[src/logic/sar_seq_pkg.sv]
// constants and types shared by the converter channel sequencer
package sar_seq_pkg;
   localparam int unsigned CLK_HZ = 10_000_000;
   localparam int unsigned CONV_MAX_HZ = 18_000_000;
   localparam int unsigned CONV_DIV = (CLK_HZ + CONV_MAX_HZ - 1) / CONV_MAX_HZ;
   localparam int unsigned CONV_CYCLES = 18;
   localparam int unsigned RES_W = 12;
   localparam int unsigned N_CHAN = 8;
   localparam int unsigned CH_W = 3;
   localparam int unsigned SAMP_W = 8;
   localparam int unsigned DIV_W = 4;
   localparam logic [DIV_W-1:0] DIV_LAST = DIV_W'(CONV_DIV - 1);
   localparam logic [SAMP_W-1:0] CONV_LAST = SAMP_W'(CONV_CYCLES - 1);
   localparam logic [RES_W-1:0] RESULT_RST = 12'h000;
   localparam logic [N_CHAN-1:0] FLAGS_RST = 8'h00;
   localparam logic [CH_W-1:0] CHAN_RST = 3'h0;
   typedef enum logic [1:0] {ST_IDLE, ST_SAMPLE, ST_CONVERT} seq_state_e;
   typedef logic [N_CHAN-1:0][RES_W-1:0] res_arr_t;
   typedef logic [N_CHAN-1:0][SAMP_W-1:0] samp_arr_t;
endpackage

[src/logic/sar_limit_check.sv]
// window comparator for one converter result
`timescale 1ns/1ns
`default_nettype none
module sar_limit_check (
   input wire logic [11:0] i_value,
   input wire logic [11:0] i_low,
   input wire logic [11:0] i_high,
   output logic o_out_of_range
);
   // strict compare: a value equal to a limit is still in range
   assign o_out_of_range = (i_value < i_low) || (i_value > i_high);
endmodule
`default_nettype wire

[src/logic/sar_channel_sequencer.sv]
// scan sequencer, sample timing, result buffer and limit flags
`timescale 1ns/1ns
`default_nettype none
module sar_channel_sequencer (
   input wire logic i_clk,
   input wire logic i_reset_n,
   input wire logic i_deep_sleep,
   input wire logic i_fw_mode,
   input wire logic i_fw_start,
   input wire logic [sar_seq_pkg::CH_W-1:0] i_fw_chan,
   input wire logic i_scan_start,
   input wire logic i_continuous,
   input wire logic [sar_seq_pkg::N_CHAN-1:0] i_chan_en,
   input wire sar_seq_pkg::samp_arr_t i_samp_time,
   input wire logic [sar_seq_pkg::RES_W-1:0] i_lim_low,
   input wire logic [sar_seq_pkg::RES_W-1:0] i_lim_high,
   input wire logic [sar_seq_pkg::N_CHAN-1:0] i_range_clr,
   input wire logic i_done_clr,
   input wire logic i_done_irq_en,
   input wire logic [sar_seq_pkg::RES_W-1:0] i_result,
   output logic [sar_seq_pkg::CH_W-1:0] o_mux_sel,
   output logic o_sample,
   output logic o_conv_start,
   output logic o_busy,
   output sar_seq_pkg::res_arr_t o_result,
   output logic [sar_seq_pkg::N_CHAN-1:0] o_range_flags,
   output logic o_range_irq,
   output logic o_scan_done,
   output logic o_done_irq
);
   import sar_seq_pkg::*;

   typedef struct packed {
      seq_state_e st;
      logic [DIV_W-1:0] div;
      logic [SAMP_W-1:0] cnt;
      logic [CH_W-1:0] chan;
      logic single;
      logic sample;
      logic conv_start;
      logic busy;
      res_arr_t result;
      logic [N_CHAN-1:0] flags;
      logic range_irq;
      logic done;
      logic done_irq;
   } seq_s;

   seq_s q;
   seq_s d;
   logic conv_en;
   logic capture;
   logic oor;
   logic [CH_W-1:0] nxt;
   logic wrap;

   sar_limit_check u_limit (
      .i_value(i_result),
      .i_low(i_lim_low),
      .i_high(i_lim_high),
      .o_out_of_range(oor)
   );

   // lowest enabled channel after the current one, circularly
   function automatic logic [CH_W-1:0] next_chan(input logic [CH_W-1:0] cur, input logic [N_CHAN-1:0] en);
      logic [CH_W-1:0] r;
      logic [CH_W-1:0] c;
      r = cur;
      for (int i = N_CHAN - 1; i >= 1; i--) begin
         c = cur + CH_W'(i);
         if (en[c]) begin
            r = c;
         end
      end
      return r;
   endfunction

   assign conv_en = (q.div == DIV_LAST);
   assign capture = (q.st == ST_CONVERT) && conv_en && (q.cnt == '0);
   assign nxt = next_chan(q.chan, i_chan_en);
   // a single channel scan also wraps, since nxt equals chan
   assign wrap = q.single || (nxt <= q.chan);

   always_comb begin
      d = q;
      d.conv_start = 1'b0;
      d.div = conv_en ? '0 : q.div + DIV_W'(1);
      // clear first, so a set in the same cycle wins
      d.flags = q.flags & ~i_range_clr;
      d.done = q.done & ~i_done_clr;
      unique case (q.st)
         ST_IDLE: begin
            if (i_fw_mode && i_fw_start) begin
               d.chan = i_fw_chan;
               d.single = 1'b1;
               d.cnt = i_samp_time[i_fw_chan];
               d.st = ST_SAMPLE;
            end else if (!i_fw_mode && i_scan_start && (|i_chan_en)) begin
               d.chan = next_chan(3'h7, i_chan_en);
               d.single = 1'b0;
               d.cnt = i_samp_time[next_chan(3'h7, i_chan_en)];
               d.st = ST_SAMPLE;
            end
         end
         ST_SAMPLE: begin
            if (conv_en) begin
               if (q.cnt == '0) begin
                  d.st = ST_CONVERT;
                  d.cnt = CONV_LAST;
                  d.conv_start = 1'b1;
               end else begin
                  d.cnt = q.cnt - SAMP_W'(1);
               end
            end
         end
         ST_CONVERT: begin
            if (capture) begin
               d.result[q.chan] = i_result;
               if (oor) begin
                  d.flags[q.chan] = 1'b1;
               end
               if (wrap) begin
                  d.done = 1'b1;
               end
               if (q.single || i_fw_mode || (wrap && !i_continuous)) begin
                  d.st = ST_IDLE;
               end else begin
                  // straight into the next sample, no idle cycle between channels
                  d.chan = nxt;
                  d.cnt = i_samp_time[nxt];
                  d.st = ST_SAMPLE;
               end
            end else if (conv_en) begin
               d.cnt = q.cnt - SAMP_W'(1);
            end
         end
      endcase
      if (i_deep_sleep) begin
         // fast clock is about to vanish, abandon any conversion in flight
         d.st = ST_IDLE;
         d.conv_start = 1'b0;
      end
      d.sample = (d.st == ST_SAMPLE);
      d.busy = (d.st != ST_IDLE);
      d.range_irq = |d.flags;
      d.done_irq = d.done && i_done_irq_en;
   end

   always_ff @(posedge i_clk or negedge i_reset_n) begin
      if (!i_reset_n) begin
         q.st <= ST_IDLE;
         q.div <= '0;
         q.cnt <= '0;
         q.chan <= CHAN_RST;
         q.single <= 1'b0;
         q.sample <= 1'b0;
         q.conv_start <= 1'b0;
         q.busy <= 1'b0;
         q.result <= {N_CHAN{RESULT_RST}};
         q.flags <= FLAGS_RST;
         q.range_irq <= 1'b0;
         q.done <= 1'b0;
         q.done_irq <= 1'b0;
      end else begin
         q <= d;
      end
   end

   assign o_mux_sel = q.chan;
   assign o_sample = q.sample;
   assign o_conv_start = q.conv_start;
   assign o_busy = q.busy;
   assign o_result = q.result;
   assign o_range_flags = q.flags;
   assign o_range_irq = q.range_irq;
   assign o_scan_done = q.done;
   assign o_done_irq = q.done_irq;

   // helper: cycles spent converting before each capture
   logic [7:0] conv_len_q;
   always_ff @(posedge i_clk or negedge i_reset_n) begin
      if (!i_reset_n) begin
         conv_len_q <= '0;
      end else if (q.st == ST_CONVERT) begin
         conv_len_q <= conv_len_q + 8'h01;
      end else begin
         conv_len_q <= '0;
      end
   end
endmodule
`default_nettype wire

[config.mk]
export PLATFORM = sky130hd
export DESIGN_NAME = sar_channel_sequencer
export DESIGN_NICKNAME = d
export VERILOG_FILES = /design/src/logic/sar_seq_pkg.sv /design/src/logic/sar_limit_check.sv /design/src/logic/sar_channel_sequencer.sv
export SDC_FILE = /design/constraint.sdc
export NUM_CORES = 1
export LEC_CHECK = 0
export BUFFER_PORTS_ARGS = -buffer_cell sky130_fd_sc_hd__buf_4
export CAP_MARGIN = 0
export CORE_ASPECT_RATIO = 0.9
export CORE_MARGIN = 4
export CORE_UTILIZATION = 30
export DETAILED_ROUTE_END_ITERATION = 12
export PLACE_DENSITY = 0.61
export SYNTH_ARGS = -nofsm -noshare
export SYNTH_HDL_FRONTEND = slang
export SYNTH_SLANG_ARGS = --single-unit
[constraint.sdc]
create_clock -name i_clk -period 9.14 [get_ports i_clk]
set_input_delay 0 -clock i_clk [delete_from_list [all_inputs] [get_ports i_clk]]
set_output_delay 0 -clock i_clk [all_outputs]
set_load 0.01 [all_outputs]
==> results of run 1 <==
critical path: cells and delay by family (launching register included):
kind                     cells  cell delay, ns
AO/OA/AOI/OAI               10            2.68
buffers and inverters        4            2.03
flip-flops                   1            0.34
AND/OR/NAND/NOR              4            0.52
adder cells (fa/ha/maj)      2            1.14
multiplexers                 1            0.63
logic make-up after synthesis:
family	after synthesis	share of synthesized area [%]
fa+ha+maj	38	4.814
xor+xnor	11	1.242
mux	174	24.54
simple gates	211	10.06
flops	128	32.43
buf+inv	205	12.12
compound gates	212	14.79
path summary, 6_finish.rpt:
path / endpoint / slack, ns / cells past startpoint
hold reg to reg: q[125]$_DFF_PN0_ / 0.47 / 1
setup reg to reg: q[120]$_DFFE_PN0P_ / 1.67 / 21
setup / recovery: q[120]$_DFFE_PN0P_ / 1.67 / 21
min in group asynchronous: o_result[88]$_DFFE_PN0P_ / 0.17 / 2
hold / removal: q[119]$_DFFE_PN0P_ / 0.05 / 5
max in group asynchronous: o_result[7]$_DFFE_PN0P_ / 7.70 / 3
metal layers:
layer	track usage, %	wire, µm
met1	24.30	14580
met2	26.15	13960
met3	3.066	2186
met4	3.118	252
met5	0	0
flip-flops by register name (all words and copies together) (netlist names):
signal         flops
o_range_irq        1
q                 15
o_sample           1
o_busy             1
o_mux_sel          3
o_done_irq         1
o_result          96
o_range_flags      8
o_conv_start       1
o_scan_done        1
power by group through the flow:
stage | clock network [mW] | logic, mW | registers [mW]
2_1_floorplan | 0 | 0.751 | 0.626
3_3_place_gp | 0 | 0.990 | 0.636
3_5_place_dp | 0 | 1.01 | 0.637
4_1_cts | 0.782 | 1.02 | 0.627
5_1_grt | 0.811 | 1.13 | 0.631
6_report | 0.764 | 1.03 | 0.627
layout make-up:
class                      count  area (µm²)  share of cell area (%)
clock inverter                14       225.2                   1.856
tap                          416       520.5                   4.290
clock buffer                  18       429.2                   3.537
inverter                      44       165.2                   1.361
timing repair buffer         272        2106                   17.36
sequential                   128        3204                   26.41
multi-input combinational    646        5483                   45.19
cell usage after synthesis, types with 3 or more instances:
cell type	count	share of area, %
dfrtp_1	128	32
buf_4	107	8.1
mux2_2	103	12
nand2_1	74	2.8
a21oi_1	54	2.7
nor2_1	48	1.8
a221oi_1	42	3.7
inv_1	41	1.6
mux4_2	40	9.1
ha_1	38	4.8
clkbuf_1	36	1.4
mux2i_1	27	2.7
nand3_1	26	1.3
o21ai_0	25	1.3
nor2b_1	20	1.3
o22ai_1	18	1.1
a211oi_1	15	1.1
a31oi_1	12	0.76
a21o_1	11	0.84
buf_1	7	0.27
buf_2	7	0.35
nand2b_1	7	0.44
xnor2_1	7	0.62
and3_1	5	0.32
nand4_1	5	0.32
nor4_1	5	0.32
o21ai_1	4	0.20
a32oi_1	3	0.27
and2_1	3	0.19
mux4_1	3	0.80
nor3_1	3	0.15
o2111ai_1	3	0.27
o21ba_2	3	0.30
or2_2	3	0.19
or3_1	3	0.19
what timing repair did:
item / CTS / global route
setup buffers: 0 / 0
resized for setup: 0 / 0
hold buffers: 24 / 0
endpoints found under the hold margin: 175 / 0
metrics by stage:
step | hold slack (ns) | utilization (%) | instance area [µm²]
5_1_grt | 0.05279 | 37.69 | 12130
4_1_cts | 0.02415 | 37.69 | 12130
2_1_floorplan | -0.2956 | - | 9876
6_report | 0.04976 | 37.69 | 12130
3_5_place_dp | 0.06336 | 34.91 | 11240
3_3_place_gp | 0.05714 | 34.91 | 11240
==> results.md, run 1 <==
- CTS sink cnt: about 130
- Slew Limit Fails: 0
- Die area: approximately 36000 µm²
- Placed instance count: 1482
- Seq pwr share: approximately a quarter
- Clock skew: 0.01280 ns
- Vias in the first global route: 8225
- GP Congestion: slightly above 0.8
- RSZ-0062 raised after global routing: false
- Synthesized area: a little under 10000 µm²
- H-tree depth: 4
- Detailed Routing Iterations Pass 1: 5
- Routed len/inst: 20.14 µm
- Crit path from: o_mux_sel[0]$_DFFE_PN0P_
- Min-Delay Startpoint: i_samp_time[45]
- PwrDens: around 200 nW/µm²
- Internal power: 1.521 mW
- Routed Wire Length: roughly 31000 µm
- Total track usage: between 10% and 20%
- TritonCTS clock tree: yes
- Worst EP required: between 9 and 10 ns
- Total Power: 2.426 mW
- Starting DRT DRC Count: about 650
- CP Class: flip-flop to flip-flop
- IO Port Bufs: 240
- Total core area: approximately 32000 µm²
- Max-Cap Viols: 0
- Clk pwr share: between 30% and 40%
- Setup Viol. Count Final: 0
- Seq cells post-synth: around 130
- Share of cells above drive strength 1: 39.57%
- First-pass GRT wire length: between 40000 and 50000 µm
- Root Driver: clkbuf_16
- Setup TNS: 0 ns
- Drc violations: 0
- Core Rows: 62
- Post-Syn Nets: between 1000 and 1500
- Initial core utilization: a little under a third
- Commonest non-fill, non-tap cells in the layout: buf_4, dfrtp_1, mux2_2
- Fin crit period: about 7.5 ns
- Die width: between 150 and 200 µm
- Synthesis Warnings: 0
- Dpl ws: 1.755 ns
- Count of final hold-check violations: 0
- Num ports: about 240
- Switching Share: about 37%
- Sw Pwr: 0.9049 mW
- Clk buf depth: 2
- Ant diodes: 0
- Period utilization: 81.76%
- Crit path largest cell delay: between 0.9 and 1 ns
- Initial antenna violation count: 0
- Critical path fanouts, max: between 50 and 60
- Total global routing overflow: 0
- Ys flop type: dfrtp_1
- CTS Buf Count: 17
- Fmax: 133.8 MHz
- Avg Inst Size Synth: around 10 µm²
- Count of cell types in the netlist: 67
- Layout area overhead: 22.86%
- CP arrival: between 7 and 8 ns
- Worst Max-Slew Pin Slew: 1.261 ns
- Worst slew margin: approximately 16%
- Post-synth ARST share: 100.0%
- Post-route insts no fill: roughly 1500
- Final HPWL from detailed placement: 22880 µm
- Pin count of the biggest net entering global routing: 71
- Crit-path cells: buf_4, clkinv_1, ha_1, mux4_2, a211oi_1, a21o_1, o2111ai_1, o31ai_1, nor2_1, buf_4, inv_1, ha_1, nor2b_1, o21a_1, o21ai_0, a211oi_1, o221a_2, nand2b_1, a211oi_1, nor2_1, a311oi_1
- Post-synth EDFFs: 0
- Pleak: 5.505 nW
- Most used cell, CP: a211oi_1
- Die Height: 180.1 µm
- Setup ws final: between 1.5 and 2 ns
- Vias: 8235
- Hold Path Class: input port to flip-flop
- Final net count: roughly 1300
- Worst-Skew Late Latency: roughly 0.41 ns
- Maximum VDD drop: roughly 0.11 mV
- Comb power frac: roughly 43%
- Commonest non-fill, non-tap cell in the layout: buf_4
- Post-DRT Antenna Nets: 0
- FILL cells: about 3200
- Outcome: complete, no violations
- Critical Path Start Type: flip-flop
- CP Capture Type: flip-flop
- Reg2reg start: o_mux_sel[0]$_DFFE_PN0P_
- Worst-path clk slew: ~0.060 ns
- Slowest-stage cell, CP: clkinv_1
- Sequential share of the synthesized area: roughly 32%
- DR vias/cell: 5.354
- Mapped Cells: between 900 and 1000
(Power assumes the default switching activity.)
==> inputs of run 2 (changes only) <==
--- a/config.mk
+++ b/config.mk
@@ -11,7 +11,7 @@
 export CORE_MARGIN = 4
 export CORE_UTILIZATION = 30
 export DETAILED_ROUTE_END_ITERATION = 12
-export PLACE_DENSITY = 0.61
+export PLACE_DENSITY = 0.63
 export SYNTH_ARGS = -nofsm -noshare
 export SYNTH_HDL_FRONTEND = slang
 export SYNTH_SLANG_ARGS = --single-unit
==> constraint.sdc (replaced) <==
create_clock -name i_clk -period 6.7 [get_ports i_clk]
set_input_delay 0 -clock i_clk [delete_from_list [all_inputs] [get_ports i_clk]]
set_output_delay 0 -clock i_clk [all_outputs]
set_load 0.01 [all_outputs]
==> results.md, run 2 (synthesis results as in run 1) <==
- Crit path from: o_mux_sel[0]$_DFFE_PN0P_
- Total core area: 32190 µm²
- Critical path fanouts, max: 27
- Drc violations: 0
- Footprint of the multi-input gates: approximately 5500 µm²
- Worst slew margin: 16.63%
- Total track usage: 16.49%
- RSZ-0062 raised after global routing: false
- Outcome: complete, no violations
- Register-to-register setup slack: roughly 0.65 ns
- Setup TNS: 0 ns
- DR vias/cell: 5.360
- Root Driver: clkbuf_16
- Period utilization: 90.23%
- CP Class: flip-flop to flip-flop
- Reg-to-reg endpoint: q[120]$_DFFE_PN0P_
- Buf+Inv Stages, Crit Path: 3
- Hold Path Class: input port to flip-flop
- CTS sink cnt: approximately 130
- FILL cells: between 3000 and 4000
- Initial core utilization: 30.68%
- Ant diodes: 0
- Die area: approximately 36000 µm²
- Register area: ~3200 µm²
- Starting DRT DRC Count: between 700 and 800
- Vias: 8260
- Final net count: between 1000 and 1500
- Critical Path End: q[120]$_DFFE_PN0P_
- Commonest non-fill, non-tap cells in the layout: buf_4, dfrtp_1, mux2_2
- Post-DRT Antenna Nets: 0
- Max FFs per register: 96
- Die Height: 180.1 µm
- Crit-path cells: clkinv_1, buf_4, ha_1, mux4_2, a32o_1, o221a_1, o22ai_1, a22oi_1, o22ai_2, inv_2, ha_1, o21a_1, o21ai_0, a211oi_1, o221a_2, nand2b_1, a211oi_1, nor2_1, a311oi_1
- Vias in the first global route: ~8100
- Pleak: between 5 and 6 nW
- Detailed Routing Iterations Pass 1: 7
- Fmax: 165.4 MHz
- Final HPWL from detailed placement: about 23000 µm
- Clk buf depth: 2
- Maximum VDD drop: 0.1559 mV
- CP arrival: around 6.4 ns
- Slew Limit Fails: 0
- Worst-path clk slew: 0.07 ns
- Total global routing overflow: 0
- Reg2reg start: o_mux_sel[0]$_DFFE_PN0P_
- Count of final hold-check violations: 0
- First-pass GRT wire length: about 47000 µm
- Commonest non-fill, non-tap cell in the layout: buf_4
- Core Rows: between 60 and 70
- GP Congestion: just under 0.9
- Crit path largest cell delay: ~0.65 ns
- Layout area overhead: 22.92%
- Num ports: between 200 and 250
- Fin crit period: approximately 6.0 ns
- CTS Buf Count: 17
- Worst EP required: 7.01 ns
- Clock skew: between 0.01 and 0.015 ns
- Worst-Skew Late Latency: roughly 0.41 ns
- Worst Max-Slew Pin Slew: between 1 and 1.5 ns
- Max-Cap Viols: 0
- Routed len/inst: 19.91 µm
- Critical Path Start Type: flip-flop
- CP delay by family, top: compound AO/OA/AOI/OAI gates
- Pin count of the biggest net entering global routing: between 60 and 70
- Setup Viol. Count Final: 0
- PwrDens: approximately 270 nW/µm²
- Die width: approximately 200 µm
- CP Capture Type: flip-flop
- WP depth: 19
- TritonCTS clock tree: yes
- Routed Wire Length: just over 30000 µm
- Slowest-stage cell, CP: ha_1
- H-tree depth: 4
- Initial antenna violation count: 0
- IO Port Bufs: 240
- Utilization after layout: a little under two fifths
- FF-to-FF path depth: 19
- Share of cells above drive strength 1: 39.64%
-- run 2: worst register-to-register path, cell delays in order, from the launching register on --
cell and delay, ns:
dfrtp_2 0.61, clkinv_1 0.12, buf_4 0.25, ha_1 0.65
mux4_2 0.62, a32o_1 0.29, o221a_1 0.26, o22ai_1 0.18
a22oi_1 0.10, o22ai_2 0.32, inv_2 0.09, ha_1 0.30
o21a_1 0.12, o21ai_0 0.10, a211oi_1 0.46, o221a_2 0.43
nand2b_1 0.24, a211oi_1 0.48, nor2_1 0.08, a311oi_1 0.28
-- run 2: routing by layer --
metal	part of all wire, %	vias up	track usage [%]	routed length, µm
met5	0	-	0	0
met4	0.81	0	2.653	250
met3	7.0	20	2.524	2133
met2	46	391	26.04	14060
met1	46	4071	24.33	14250
li1	-	3778	-	-
-- run 2: power breakdown --
group	leakage, nW	total, mW	switching (mW)	internal, mW
Sequential	1.63	0.859	0.0460	0.813
Combinational	3.57	1.42	0.812	0.604
Clock	0.308	1.02	0.375	0.643
-- run 2: worst min-delay path by stage --
stage | depth (start not counted) | start | to
CTS | 5 | i_samp_time[45] | q[119]$_DFFE_PN0P_
global placement | 1 | i_reset_n | o_result[69]$_DFFE_PN0P_
detailed placement | 1 | i_reset_n | o_result[8]$_DFFE_PN0P_
finish | 5 | i_samp_time[45] | q[119]$_DFFE_PN0P_
global route | 4 | i_samp_time[9] | q[115]$_DFFE_PN0P_
floorplan | 0 | i_reset_n | o_busy$_DFF_PN0_
-- run 2: repair_timing --
item / 4_1_cts / 5_1_grt
gates resized for setup: 0 / 0
endpoints found under the hold margin: 172 / 0
buffers inserted: 0 / 0
hold buffers: 24 / 0
-- run 2: stage by stage --
step           hold slack [ns]  total power, mW  std cells  instance area, µm²  setup WS (ns)
4_1_cts               0.007392            3.307       1541               12140         0.6865
3_3_place_gp           0.05215            2.232       1485               11260          1.005
5_1_grt                0.05781            3.487       1541               12140         0.2678
3_5_place_dp           0.05053            2.256       1485               11260         0.7180
6_report               0.03055            3.291       1541               12140         0.6547
2_1_floorplan          -0.2956            1.879        979                9876          1.296
-- run 2: final cells by class --
cell class	instances	area share [%]
flip-flops and latches	128	26.40
repair buffers	275	17.53
clock inverters	13	1.639
inverters	44	1.361
multi-input cells	646	45.14
well taps	416	4.288
clock buffers	19	3.649
